==> src/design/ssc_defines.vh <==
`ifndef SSC_DEFINES_VH
`define SSC_DEFINES_VH

// frame layout
`define SSC_FRAME_BITS      5'd24
`define SSC_RW_BIT          23
`define SSC_ADDR_HI         22
`define SSC_ADDR_LO         16
`define SSC_DATA_HI         15
`define SSC_DATA_LO         0
`define SSC_HDR_BITS        5'd8

// register addresses
`define SSC_REG_CTRL        7'h00
`define SSC_REG_PRESCALE    7'h1E
`define SSC_REG_CHDIV       7'h23
`define SSC_REG_DIVIDER_MASTER_ENABLE    7'h24
`define SSC_REG_FRAC        7'h25
`define SSC_REG_OUT_A       7'h2E
`define SSC_REG_OUT_B       7'h2F
`define SSC_REG_SEED        7'h30

// control register fields
`define SSC_CTRL_SLEEP      0
`define SSC_CTRL_SOFT_RST   1
`define SSC_CTRL_PIN_SEL    2
`define SSC_CTRL_CAL        3
`define SSC_CTRL_LOCK_EN    13

// prescaler register fields
`define SSC_PRE_DIV4        0
`define SSC_PRE_DOUBLER     1

// channel divider fields
`define SSC_DIVIDER_SEGMENT_ONE      0
`define SSC_DIVIDER_SEGMENT_TWO_HI   3
`define SSC_DIVIDER_SEGMENT_TWO_LO   1
`define SSC_DIVIDER_SEGMENT_THREE_HI   6
`define SSC_DIVIDER_SEGMENT_THREE_LO   4
`define SSC_CHDIV_SEL_HI    8
`define SSC_CHDIV_SEL_LO    7

// channel divider enables
`define SSC_EN_MASTER       0
`define SSC_EN_SEG1         1
`define SSC_EN_SEG2         2
`define SSC_EN_SEG3         3
`define SSC_EN_DIST_A       4
`define SSC_EN_DIST         5

// fractional mode and output fields
`define SSC_FRAC_MODE       0
`define SSC_OUT_FROM_DIV    6
`define SSC_OUT_LEVEL_HI    5
`define SSC_OUT_LEVEL_LO    0

// reset values
`define SSC_RST_CTRL        16'h0000
`define SSC_RST_PRESCALE    16'h0000
`define SSC_RST_CHDIV       16'h0000
`define SSC_RST_DIVIDER_MASTER_ENABLE    16'h0000
`define SSC_RST_FRAC        16'h0000
`define SSC_RST_OUT         16'h0000

// segment selector codes
`define SSC_SEL_SEG1        2'd0
`define SSC_SEL_SEG12       2'd1
`define SSC_SEL_SEG123      2'd2

`endif

==> src/design/ssc_sync2.v <==
// two-stage synchroniser for one asynchronous level
module ssc_sync2 (
   // clock and reset
   input  wire ref_clk,
   input  wire reset_n,
   // level
   input  wire async_in,
   output wire sync_out
);

   reg meta_q;
   reg sync_q;

   // meta_q feeds nothing but sync_q
   always @(posedge ref_clk or negedge reset_n)
   begin
      if (!reset_n)
      begin
         meta_q <= 1'b0;
         sync_q <= 1'b0;
      end
      else
      begin
         meta_q <= async_in;
         sync_q <= meta_q;
      end
   end

   assign sync_out = sync_q;

endmodule // ssc_sync2

==> src/design/ssc_regmem.v <==
// 128 x 16 register store, one write and one registered read port
module ssc_regmem (
   // clock and reset
   input  wire        ref_clk,
   input  wire        reset_n,
   // write port
   input  wire        wr_en,
   input  wire [6:0]  wr_addr,
   input  wire [15:0] wr_data,
   // read port
   input  wire        rd_en,
   input  wire [6:0]  rd_addr,
   output reg  [15:0] rd_data_q
);

   reg [15:0]  mem [0:127];
   reg [127:0] written_q;

   // array itself is not reset; unwritten words read as zero instead
   always @(posedge ref_clk)
   begin
      if (wr_en)
         mem[wr_addr] <= wr_data;
   end

   always @(posedge ref_clk or negedge reset_n)
   begin
      if (!reset_n)
      begin
         written_q <= 128'h0;
         rd_data_q <= 16'h0000;
      end
      else
      begin
         if (wr_en)
            written_q[wr_addr] <= 1'b1;
         if (rd_en)
            rd_data_q <= written_q[rd_addr] ? mem[rd_addr] : 16'h0000;
      end
   end

endmodule // ssc_regmem

==> src/design/ssc_serial_ctrl.v <==
`include "ssc_defines.vh"

module ssc_serial_ctrl (
   // clock and reset
   input  wire        ref_clk,
   input  wire        reset_n,
   // serial link
   input  wire        serial_clk,
   input  wire        serial_select_n,
   input  wire        serial_data_in,
   output reg         multi_function_out,
   // device pins and analog status
   input  wire        chip_enable,
   input  wire        pll_locked,
   // power and calibration
   output wire        powered_down,
   output reg         calibrate_start,
   output reg         soft_reset,
   // feedback prescaler
   output wire        prescaler_div4,
   output wire        oscillator_doubler_enable,
   // channel divider
   output reg  [7:0]  channel_division,
   output wire        divider_master_enable,
   output wire        segment_one_active,
   output wire        segment_two_active,
   output wire        segment_three_active,
   output wire        dist_buffer_a_active,
   output wire        dist_buffer_active,
   // outputs
   output wire        output_a_from_divider,
   output wire        output_b_from_divider,
   output wire [5:0]  output_a_level,
   output wire [5:0]  output_b_level,
   // phase adjust
   output reg         phase_shift,
   output reg  [15:0] phase_shift_amount
);

   // segment code to divide value for segments two and three
   function [3:0] seg_value;
      input [2:0] code;
      begin
         case (code)
            3'd0:    seg_value = 4'd1;
            3'd1:    seg_value = 4'd2;
            3'd2:    seg_value = 4'd4;
            3'd3:    seg_value = 4'd6;
            3'd4:    seg_value = 4'd8;
            default: seg_value = 4'd1;
         endcase
      end
   endfunction

   localparam NSYNC = 5;

   wire [NSYNC-1:0] async_vec;
   wire [NSYNC-1:0] sync_vec;
   wire             sclk_s;
   wire             sel_n_s;
   wire             sdi_s;
   wire             ce_s;
   wire             lock_s;

   // select is carried inverted so the synchroniser's reset value reads
   // as an idle, deselected link and no false select edge follows reset
   assign async_vec = {pll_locked, chip_enable, serial_data_in,
                       ~serial_select_n, serial_clk};

   genvar gi;
   generate
      for (gi = 0; gi < NSYNC; gi = gi + 1)
      begin : g_sync
         ssc_sync2 u_sync (
            .ref_clk  (ref_clk),
            .reset_n  (reset_n),
            .async_in (async_vec[gi]),
            .sync_out (sync_vec[gi])
         );
      end
   endgenerate

   assign sclk_s  = sync_vec[0];
   assign sel_n_s = ~sync_vec[1];
   assign sdi_s   = sync_vec[2];
   assign ce_s    = sync_vec[3];
   assign lock_s  = sync_vec[4];

   reg         sclk_prev_q;
   reg         sel_prev_q;
   reg  [23:0] shift_q;
   reg  [4:0]  bit_cnt_q;
   reg         rd_req_q;
   reg         rb_load_q;
   reg  [15:0] rb_shift_q;
   reg  [15:0] ctrl_q;
   reg  [15:0] pre_q;
   reg  [15:0] chdiv_q;
   reg  [15:0] chen_q;
   reg  [15:0] frac_q;
   reg  [15:0] outa_q;
   reg  [15:0] outb_q;

   wire        sclk_rise;
   wire        sclk_fall;
   wire        sel_rise;
   wire        sel_fall;
   wire        active;
   wire        hdr_done;
   wire [23:0] shift_d;
   wire        wr_commit;
   wire [6:0]  wr_addr;
   wire [15:0] wr_data;
   wire [6:0]  rd_addr;
   wire [15:0] rd_data;

   assign sclk_rise = sclk_s & ~sclk_prev_q;
   assign sclk_fall = ~sclk_s & sclk_prev_q;
   assign sel_rise  = sel_n_s & ~sel_prev_q;
   assign sel_fall  = ~sel_n_s & sel_prev_q;
   assign active    = ~sel_n_s;
   assign shift_d   = {shift_q[22:0], sdi_s};
   // header complete on the 8th rising edge with the read flag set
   assign hdr_done  = active & sclk_rise
                      & (bit_cnt_q == `SSC_HDR_BITS - 5'd1)
                      & shift_q[6];
   assign rd_addr   = shift_d[6:0];
   // short or long frames are dropped rather than half-applied
   assign wr_commit = sel_rise & (bit_cnt_q == `SSC_FRAME_BITS)
                      & ~shift_q[`SSC_RW_BIT];
   assign wr_addr   = shift_q[`SSC_ADDR_HI:`SSC_ADDR_LO];
   assign wr_data   = shift_q[`SSC_DATA_HI:`SSC_DATA_LO];

   ssc_regmem u_mem (
      .ref_clk   (ref_clk),
      .reset_n   (reset_n),
      .wr_en     (wr_commit),
      .wr_addr   (wr_addr),
      .wr_data   (wr_data),
      .rd_en     (hdr_done),
      .rd_addr   (rd_addr),
      .rd_data_q (rd_data)
   );

   // frame capture and readback shifter
   always @(posedge ref_clk or negedge reset_n)
   begin
      if (!reset_n)
      begin
         sclk_prev_q <= 1'b0;
         sel_prev_q  <= 1'b1;
         shift_q     <= 24'h00_0000;
         bit_cnt_q   <= 5'd0;
         rd_req_q    <= 1'b0;
         rb_load_q   <= 1'b0;
         rb_shift_q  <= 16'h0000;
      end
      else
      begin
         sclk_prev_q <= sclk_s;
         sel_prev_q  <= sel_n_s;
         rb_load_q   <= hdr_done;
         if (sel_fall)
         begin
            bit_cnt_q <= 5'd0;
            rd_req_q  <= 1'b0;
         end
         else if (active & sclk_rise)
         begin
            shift_q <= shift_d;
            if (bit_cnt_q != 5'd31)
               bit_cnt_q <= bit_cnt_q + 5'd1;
         end
         if (hdr_done)
            rd_req_q <= 1'b1;
         else if (sel_rise)
            rd_req_q <= 1'b0;
         // data bits of a read frame are never committed
         if (rb_load_q)
            rb_shift_q <= rd_data;
         // the fall after the header keeps bit 15 up for the ninth rise
         else if (rd_req_q & active & sclk_fall
                  & (bit_cnt_q > `SSC_HDR_BITS))
            rb_shift_q <= {rb_shift_q[14:0], 1'b0};
         else if (sel_rise)
            rb_shift_q <= 16'h0000;
      end
   end

   // shadow copies of the registers that steer hardware
   always @(posedge ref_clk or negedge reset_n)
   begin
      if (!reset_n)
      begin
         ctrl_q             <= `SSC_RST_CTRL;
         pre_q              <= `SSC_RST_PRESCALE;
         chdiv_q            <= `SSC_RST_CHDIV;
         chen_q             <= `SSC_RST_DIVIDER_MASTER_ENABLE;
         frac_q             <= `SSC_RST_FRAC;
         outa_q             <= `SSC_RST_OUT;
         outb_q             <= `SSC_RST_OUT;
         calibrate_start    <= 1'b0;
         soft_reset         <= 1'b0;
         phase_shift        <= 1'b0;
         phase_shift_amount <= 16'h0000;
      end
      else
      begin
         calibrate_start <= 1'b0;
         soft_reset      <= 1'b0;
         phase_shift     <= 1'b0;
         if (wr_commit)
         begin
            case (wr_addr)
               `SSC_REG_CTRL:
               begin
                  ctrl_q          <= wr_data;
                  calibrate_start <= wr_data[`SSC_CTRL_CAL];
                  soft_reset      <= wr_data[`SSC_CTRL_SOFT_RST];
               end
               `SSC_REG_PRESCALE: pre_q   <= wr_data;
               `SSC_REG_CHDIV:    chdiv_q <= wr_data;
               `SSC_REG_DIVIDER_MASTER_ENABLE: chen_q  <= wr_data;
               `SSC_REG_FRAC:     frac_q  <= wr_data;
               `SSC_REG_OUT_A:    outa_q  <= wr_data;
               `SSC_REG_OUT_B:    outb_q  <= wr_data;
               `SSC_REG_SEED:
               begin
                  // integer mode has no modulator to re-seed
                  if (frac_q[`SSC_FRAC_MODE])
                  begin
                     phase_shift        <= 1'b1;
                     phase_shift_amount <= wr_data;
                  end
               end
               default:
               begin
               end
            endcase
         end
      end
   end

   // multi-function pin
   always @(posedge ref_clk or negedge reset_n)
   begin
      if (!reset_n)
         multi_function_out <= 1'b0;
      else if (ctrl_q[`SSC_CTRL_PIN_SEL] == 1'b0)
         multi_function_out <= rb_shift_q[15];
      else
         multi_function_out <= ctrl_q[`SSC_CTRL_LOCK_EN]
                               & lock_s;
   end

   // either cause holds the part down; recalibration is left to the host
   assign powered_down = ~ce_s | ctrl_q[`SSC_CTRL_SLEEP];

   assign oscillator_doubler_enable = pre_q[`SSC_PRE_DOUBLER];
   assign prescaler_div4 = pre_q[`SSC_PRE_DIV4]
                           | pre_q[`SSC_PRE_DOUBLER];

   // channel divider: a disabled segment two or three passes through as divide by one; segment one off gives zero
   wire [1:0] seg_sel;
   wire [3:0] seg1_val;
   wire [3:0] seg2_val;
   wire [3:0] seg3_val;
   wire [7:0] div12;
   wire [9:0] div123;

   assign divider_master_enable = chen_q[`SSC_EN_MASTER];
   assign seg_sel = chdiv_q[`SSC_CHDIV_SEL_HI:`SSC_CHDIV_SEL_LO];
   assign segment_one_active = divider_master_enable
                               & chen_q[`SSC_EN_SEG1];
   assign segment_two_active = divider_master_enable
                               & chen_q[`SSC_EN_SEG2]
                               & (seg_sel != `SSC_SEL_SEG1);
   assign segment_three_active = divider_master_enable
                                 & chen_q[`SSC_EN_SEG3]
                                 & (seg_sel == `SSC_SEL_SEG123);
   assign dist_buffer_a_active = divider_master_enable
                                 & chen_q[`SSC_EN_DIST_A];
   assign dist_buffer_active = divider_master_enable
                               & chen_q[`SSC_EN_DIST];

   assign seg1_val = chdiv_q[`SSC_DIVIDER_SEGMENT_ONE] ? 4'd3 : 4'd2;
   assign seg2_val = segment_two_active
      ? seg_value(chdiv_q[`SSC_DIVIDER_SEGMENT_TWO_HI:`SSC_DIVIDER_SEGMENT_TWO_LO])
      : 4'd1;
   assign seg3_val = segment_three_active
      ? seg_value(chdiv_q[`SSC_DIVIDER_SEGMENT_THREE_HI:`SSC_DIVIDER_SEGMENT_THREE_LO])
      : 4'd1;
   assign div12  = {4'h0, seg1_val} * {4'h0, seg2_val};
   assign div123 = {2'b00, div12} * {6'd0, seg3_val};

   always @(posedge ref_clk or negedge reset_n)
   begin
      if (!reset_n)
         channel_division <= 8'h00;
      else if (!segment_one_active)
         channel_division <= 8'h00;
      else
         channel_division <= div123[7:0];
   end

   assign output_a_from_divider = outa_q[`SSC_OUT_FROM_DIV];
   assign output_b_from_divider = outb_q[`SSC_OUT_FROM_DIV];
   assign output_a_level =
      outa_q[`SSC_OUT_LEVEL_HI:`SSC_OUT_LEVEL_LO];
   assign output_b_level =
      outb_q[`SSC_OUT_LEVEL_HI:`SSC_OUT_LEVEL_LO];

endmodule // ssc_serial_ctrl

==> config.mk <==
export PLATFORM = sky130hd
export DESIGN_NAME = ssc_serial_ctrl
export DESIGN_NICKNAME = d
export VERILOG_FILES = /design/src/design/ssc_sync2.v /design/src/design/ssc_regmem.v /design/src/design/ssc_serial_ctrl.v
export VERILOG_INCLUDE_DIRS = /design/src /design/src/design
export SDC_FILE = /design/constraint.sdc
export NUM_CORES = 2
export LEC_CHECK = 0
export BUFFER_PORTS_ARGS = -buffer_cell sky130_fd_sc_hd__buf_4
export CORE_UTILIZATION = 50
export DETAILED_ROUTE_END_ITERATION = 8
export GPL_TIMING_DRIVEN = 1
export PLACE_DENSITY = 0.68
export SLEW_MARGIN = 20
export SYNTH_ARGS = -nofsm -noshare
export SYNTH_HDL_FRONTEND = slang
export SYNTH_SLANG_ARGS = --single-unit
==> constraint.sdc <==
create_clock -name ref_clk -period 4.39 [get_ports ref_clk]
set_input_delay 1.317 -clock ref_clk [delete_from_list [all_inputs] [get_ports ref_clk]]
set_output_delay 1.317 -clock ref_clk [all_outputs]
set_load 0.03 [all_outputs]
== Yosys cells after proc, flatten, opt, wreduce, memory -nomap -nowiden ==
Memories as Yosys holds them, arrays and structs flattened.
Index checks and enable logic that the tools add are counted.

* Add/sub/neg operators: 1
* $mul: 2
* Order comparisons: 4
* Equal/unequal tests: 19
* Multiplexer cells: 30
* Bitwise gates (word level): 31
* Reduce and logical (&&, ||, !) cells: 17

{| class="wikitable"
|+ Operators by type and width
! cell !! number
|-
| 128-bit bitwise OR || 1
|-
| 16-bit 2-to-1 mux || 4
|-
| 7-bit by 6-bit equality test with 1-bit output (second input constant) || 6
|-
| 4-bit case mux with 4 select lines || 2
|-
| 1-bit AND || 20
|-
| 2-bit AND reduction || 9
|-
| 7-bit by 8-bit less-than comparator with 1-bit output (second input constant) || 2
|-
| 1-bit 2-to-1 mux || 16
|-
| 5-bit 2-to-1 mux || 3
|-
| 3-bit by 2-bit equality test with 1-bit output (second input constant) || 4
|-
| 6-bit by 4-bit multiplier with 8-bit output || 1
|-
| 4-bit 2-to-1 mux || 2
|-
| 8-bit 2-to-1 mux || 1
|-
| 1-bit inverter || 8
|-
| 1-bit binary-select mux with 7-bit select || 1
|-
| 1-bit demux with 7-bit select || 1
|-
| 7-bit by 5-bit equality test with 1-bit output (second input constant) || 1
|-
| 7-bit by 1-bit >= comparator with 1-bit output (second input constant) || 1
|-
| 7-bit zero test || 1
|-
| 3-bit by 1-bit equality test with 1-bit output (second input constant) || 2
|-
| 3-bit equality test (second input constant) || 2
|-
| 2-bit by 4-bit multiplier with 6-bit output || 1
|-
| 2-bit nonzero test || 3
|-
| 3-bit nonzero test || 2
|-
| other kinds (9) || 10
|}

* Bits in registers: 277
* RAM bits: 2048
* Input bits: 7
* Output and inout port bits: 51
* Word-level logic and storage cells: 137
* Memories kept: 1

{| class="wikitable"
|+ Memory list
! memory !! depth !! width !! read ports !! clocked after memory_dff !! write ports !! line !! RTL
|-
| u_mem.mem || 128 || 16 || 1 || 0 || 1 || ssc_regmem.v:16 || <nowiki>reg [15:0] mem [0:127];</nowiki>
|}

== Depth between registers and ports, before layout ==
* Depth in word-level cells: 6
* Mapped depth: 18
* Mapped depth without buffers: 18

== By module ==
A second synthesis with hierarchy kept.

* Cells, all modules: 4568
* Area, all modules: 90941.0 sq um

{| class="wikitable"
|+ Modules (own cells, without submodules)
! module !! times used !! cells each !! area an instance (sq um) !! seq. area each (sq um)
|-
| ssc_regmem || 1 || 4148 || 85518.3 || 65102.4
|-
| ssc_serial_ctrl || 1 || 410 || 5172.5 || 2803.9
|-
| ssc_sync2 || 5 || 2 || 50.0 || 50.0
|}

== Worst setup path before layout ==
OpenSTA, ideal clock, no wires.

* Kind: register to register
* Start: register chen_q[0]
* End: register channel_division[7]
* Library setup time: 0.122 ns
* Arrival: 4.234 ns
* Required time: 4.268 ns
* Path slack: 0.034 ns
* Cell stages (with the launch flop): 18
* Buffers on the path: 0
* Period minus slack after synthesis: 4.356 ns
* Cells stage by stage: dfrtp_1 > o211a_1 > nor2b_1 > and3_1 > ha_1 > fa_1 > xnor2_1 > nor2_1 > fa_1 > inv_1 > fa_1 > inv_1 > ha_1 > a21oi_1 > o21bai_1 > a21oi_1 > xnor2_1 > nor2_1

* Longest elaborated chain between the ends: 6
* Elaborated cells between the ends (all ways): 10
* Those cells by class: mul (2); mux (3); bitwise (5)

{| class="wikitable"
|+ Ends and longest elaborated chain
! what !! line !! RTL
|-
| from (decl) || ssc_serial_ctrl.v:99 || <nowiki>reg [15:0] chen_q;</nowiki>
|-
| from (signal assigned) || ssc_serial_ctrl.v:198 || <nowiki>chen_q <= `SSC_RST_DIVIDER_MASTER_ENABLE;</nowiki>
|-
| from (signal assigned) || ssc_serial_ctrl.v:223 || <nowiki>`SSC_REG_DIVIDER_MASTER_ENABLE: chen_q <= wr_data;</nowiki>
|-
| 1-bit AND (2 in a row) || ssc_serial_ctrl.v:275 || <nowiki>assign segment_two_active = divider_master_enable</nowiki>
|-
| via segment_two_active || ssc_serial_ctrl.v:26 || <nowiki>output wire segment_two_active,</nowiki>
|-
| 4-bit 2-to-1 mux || ssc_serial_ctrl.v:287 || <nowiki>assign seg2_val = segment_two_active</nowiki>
|-
| 2-bit by 4-bit multiplier with 6-bit output || ssc_serial_ctrl.v:293 || <nowiki>assign div12 = {4'h0, seg1_val} * {4'h0, seg2_val};</nowiki>
|-
| 6-bit by 4-bit multiplier with 8-bit output || ssc_serial_ctrl.v:294 || <nowiki>assign div123 = {2'b00, div12} * {6'd0, seg3_val};</nowiki>
|-
| 8-bit 2-to-1 mux || ssc_serial_ctrl.v:300 || <nowiki>else if (!segment_one_active)</nowiki>
|-
| to (signal assigned) || ssc_serial_ctrl.v:303 || <nowiki>channel_division <= div123[7:0];</nowiki>
|-
| to (decl) || ssc_serial_ctrl.v:23 || <nowiki>output reg [7:0] channel_division,</nowiki>
|}

The timed path passes the listed nets, and every way through them passes these cells.
A chain may end at the register's enable or synchronous reset.

== Worst setup path after layout ==
* Start: register chdiv_q[8]
* End: register channel_division[7]

* Longest elaborated chain between the ends: 6
* Elaborated cells between the ends (all ways): 9
* Those cells by class: mul (2); eq/ne (1); mux (3); bitwise (2); reduce/logical (1)

{| class="wikitable"
|+ Ends and longest elaborated chain
! what !! line !! RTL
|-
| from (decl) || ssc_serial_ctrl.v:98 || <nowiki>reg [15:0] chdiv_q;</nowiki>
|-
| from (signal assigned) || ssc_serial_ctrl.v:197 || <nowiki>chdiv_q <= `SSC_RST_CHDIV;</nowiki>
|-
| from (signal assigned) || ssc_serial_ctrl.v:222 || <nowiki>`SSC_REG_CHDIV: chdiv_q <= wr_data;</nowiki>
|-
| 2-bit nonzero test (no line) || n/a ||
|-
| 1-bit AND || ssc_serial_ctrl.v:275 ||
|-
| 4-bit 2-to-1 mux || ssc_serial_ctrl.v:287 ||
|-
| 2-bit by 4-bit multiplier with 6-bit output || ssc_serial_ctrl.v:293 ||
|-
| 6-bit by 4-bit multiplier with 8-bit output * || ssc_serial_ctrl.v:294 ||
|-
| 8-bit 2-to-1 mux * || ssc_serial_ctrl.v:300 ||
|}

Mark *: on every way between the ends. The rest lies on a longest branch, timed or not.

==> results.rst <==
.. list-table::
   :header-rows: 1

   * - Metric
     - Value
   * - Outcome
     - complete, no violations
   * - Worst setup slack for register-to-register paths
     - approximately 0.23 ns
   * - Data required time of the critical path
     - around 5 ns
   * - Clk sink count
     - between 2000 and 2500
   * - Maximum clock path buffer count
     - 3
   * - Remaining global-route overflow
     - 0
   * - Standard-cell rows
     - 155
   * - Routed Antenna Nets
     - 0
   * - Cell occurring most often along the worst timing path
     - sky130_fd_sc_hd__fa_1
   * - Initial cell density of the core
     - 0.504
   * - Leakage power total
     - ~35 nW
   * - Root buffer cell
     - sky130_fd_sc_hd__clkbuf_16
   * - Count of yosys warnings during synthesis
     - 0
   * - First-iteration detailed-routing DRC count
     - about 5700
   * - Core outline area
     - roughly 180000 um^2
   * - Worst-path clk slew
     - ~0.06 ns
   * - Final net count
     - approximately 4700
   * - CP Cell Sequence
     - o211a_1 -> nor2b_1 -> and3_1 -> ha_1 -> fa_1 -> nand2_1 -> fa_1 -> inv_1 -> fa_1 -> ha_1 -> a21o_1 -> a21oi_2 -> o21bai_1 -> a21oi_2 -> xnor2_1 -> nor2_1
   * - Power density cells
     - a little under 500 nW/um^2
   * - Number of cells on the worst reg-to-reg path
     - 16
   * - Share of the synthesized area in the top cell type
     - 0.683
   * - First-pass detailed-route iteration total
     - 6
   * - Post-Synthesis Cell Area
     - ~90000 um^2
   * - Net switching fraction of the power
     - 0.254
   * - Ports
     - 58
   * - Global-route wire length before repair
     - between 300 and 400 mm
   * - Initial antenna violation count
     - 5
   * - Area contributors post-synth
     - sky130_fd_sc_hd__edfxtp_1 (68%), sky130_fd_sc_hd__mux4_2 (14%), sky130_fd_sc_hd__dfrtp_1 (7.4%)
   * - Count of mapped cells out of synthesis
     - approximately 4300
   * - Non-Filler Instances
     - 7221
   * - Final Skew
     - between 0.04 and 0.05 ns
   * - Dominant delay contributor by cell family on the critical path
     - adder cells
   * - Post-synthesis cell type with the largest combined area
     - sky130_fd_sc_hd__edfxtp_1
   * - Number of hold buffers added after CTS
     - 0
   * - Overall die width
     - around 430 um
   * - Share of the clock period used by the worst path after layout
     - 0.949
   * - Final RePlAce weighted congestion
     - ~0.86
   * - Crit path DAT
     - ~4.9 ns
   * - WP buf/inv
     - 1
   * - Type of the worst min-delay path
     - in -> async
   * - Total negative slack for setup checks
     - 0 ns
   * - Share of the yosys chip area belonging to registers
     - 0.757
   * - Worst hold slack
     - 0.341 ns
   * - TritonCTS clock tree
     - yes
   * - Maximum number of pins on one net before global-route repair
     - just under 100
   * - Achievable clock frequency
     - 240 MHz
   * - Detail Placement HPWL
     - roughly 140 mm
   * - Reg power frac
     - 0.504
   * - Max-slew violation count
     - 0
   * - Net Count, Synth
     - between 4000 and 5000
   * - Leading register cell type out of synthesis
     - sky130_fd_sc_hd__edfxtp_1
   * - Synth unique cells
     - between 70 and 80
   * - Critical path's slowest cell
     - sky130_fd_sc_hd__fa_1
   * - Peak supply drop
     - between 0.3 and 0.4 mV
   * - Net switching power
     - approximately 13 mW
   * - Number of fill cells
     - approximately 13000
   * - Number of levels the H-tree was split into
     - 4
   * - Setup-violating endpoint count in the final report
     - 0
   * - Crit. End Element
     - register
   * - # Post-CTS Setup Buffers
     - 0
   * - Resized Gates After CTS
     - 0
   * - Die height
     - around 430 um
   * - Clock Latency Late Sink
     - 0.88 ns
   * - Transition time of the tightest slew-check pin
     - ~1.1 ns
   * - Wire length after detailed routing
     - ~230 mm
   * - Number of global-route vias before repair
     - roughly 45000
   * - Area grow syn2layout
     - 14.0%
   * - Start of the worst register-to-register path
     - chdiv_q[8]
   * - Period minus WS final
     - between 4 and 5 ns
   * - Kind of critical path
     - reg -> reg
   * - Number of port buffers
     - 57
   * - Max-capacitance violation count
     - 0
   * - Final hold viol count
     - 0
   * - Drc violations
     - 0
   * - Part of the total power dissipated in combinational logic
     - 0.118
   * - Fraction of synthesis flops using an asynchronous set or reset pin
     - 0.115
   * - Launching element type of the critical path
     - register
   * - Detailed-route wire length per cell
     - 31.8 um
   * - Top fanout value on the critical path
     - 5
   * - Dpl cell area
     - between 90000 and 100000 um^2
   * - Flop and latch count out of synthesis
     - ~2300
   * - Unrepaired setup endpoints after global routing
     - no
   * - Global-route usage over all layers
     - 0.255
   * - Capturing point of the worst reg2reg path
     - channel_division[7]
   * - Worst setup slack after layout
     - 0.225 ns
   * - Die area
     - around 180000 um^2
   * - Per-instance average area after synthesis
     - ~21 um^2
   * - Total CTS buffers
     - around 220
   * - Remaining max-slew budget at the tightest pin
     - 0.237
   * - Clock share of power
     - 0.378
   * - Tot Pwr
     - about 50 mW
   * - Number of synthesized flops with an enable pin
     - 2048
   * - Final std cell area, no fill
     - about 100000 um^2
   * - Design internal power
     - 37.0 mW
   * - Vias per cell
     - between 6 and 7
   * - Maximum cell stage delay along the critical path
     - around 0.55 ns
   * - Most common library cell in the layout ignoring fill and taps
     - sky130_fd_sc_hd__edfxtp_1
   * - Vias post-DR
     - around 46000
   * - Worst slack after detailed placement
     - about 0.054 ns
   * - Share of cells above drive strength 1
     - 0.334
   * - Top library cells by usage in the layout, fill and taps aside
     - sky130_fd_sc_hd__edfxtp_1 (2048), sky130_fd_sc_hd__mux4_2 (559), sky130_fd_sc_hd__buf_4 (366)
   * - Final Core Density
     - 0.575
   * - Post-Place Cells
     - just under 7000
[power by group through the flow]
stage	Combinational (mW)	Sequential (mW)	Clock, mW
detailed placement	5.75	25.4	0
CTS	5.77	25.0	19.0
global placement	5.70	25.4	0
floorplan	2.80	25.5	0
finish	5.85	25.0	18.8
global route	6.03	24.9	19.8
[cells by family after synthesis]
kind of cell,count (synthesis),share of synthesized area
adders and majority gates,26,0.00436
AOI/OAI and AO/OA,306,0.0236
and+or+nand+nor,613,0.0337
buffers and inverters,263,0.0176
xor gates and xnor gates,13,0.00126
DFF,2314,0.757
muxes,740,0.163
[state kept, by name, summed over array words and instances, names as in the netlist, 6 cells and up]
signal	cells
channel_division	8
chdiv_q	9
chen_q	6
outa_q	7
outb_q	7
phase_shift_amount	16
rb_shift_q	16
shift_q	24
u_mem.mem	2048
u_mem.rd_data_q	16
u_mem.written_q	128
[worst max-delay path by stage]
stage / cells after the start / startpoint / slack (ns) / endpoint
5_1_grt: 16 / chdiv_q[8] / 0.003 / channel_division[7]
3_3_place_gp: 18 / chdiv_q[8] / 0.14 / channel_division[6]
2_1_floorplan: 17 / chen_q[0] / 0.03 / channel_division[7]
3_5_place_dp: 16 / chdiv_q[8] / 0.05 / channel_division[7]
6_report: 16 / chdiv_q[8] / 0.23 / channel_division[7]
4_1_cts: 16 / chdiv_q[8] / 0.04 / channel_division[7]
[area by class of cell]
class | count | area, um^2 | share of cell area
sequential | 2314 | 68200 | 0.665
multi-input combinational | 1698 | 20600 | 0.201
clock buffer | 288 | 6030 | 0.0587
timing repair buffer | 408 | 3590 | 0.0350
tap | 2355 | 2950 | 0.0287
clock inverter | 126 | 1160 | 0.0113
inverter | 31 | 124 | 0.00121
antenna | 1 | 2.50 | 0.0000244
[Yosys cell counts (all sizes together), types with 3 or more instances]
library cell / count
mux2i: 93
dfrtp: 265
o2111ai: 3
and3: 14
or2: 130
o221ai: 4
a21oi: 56
inv: 30
nor2: 166
nand3: 28
o211ai: 8
edfxtp: 2048
nor2b: 20
o22ai: 17
fa: 9
a32o: 9
a221oi: 14
a31oi: 15
nand3b: 5
a32oi: 4
nand4: 8
a311oi: 3
a2111oi: 7
xnor2: 9
a211oi: 18
mux2: 79
nand2: 150
nand2b: 14
clkbuf: 95
a21o: 3
o21ai: 53
a221o: 3
mux4: 568
a22o: 23
ha: 17
a22oi: 53
or3: 9
buf: 137
xor2: 4
nor3: 18
and2: 20
nor4: 8
nor3b: 15
[per-layer routing]
| layer | part of all wire | GRT usage | up-vias |
|---|---|---|---|
| met5 | 0 | 0 | - |
| met4 | 0.035 | 0.0912 | 0 |
| met3 | 0.093 | 0.0513 | 411 |
| met2 | 0.48 | 0.398 | 2389 |
| met1 | 0.40 | 0.360 | 24400 |
| li1 | - | - | 18300 |
(Power assumes the default switching activity.)
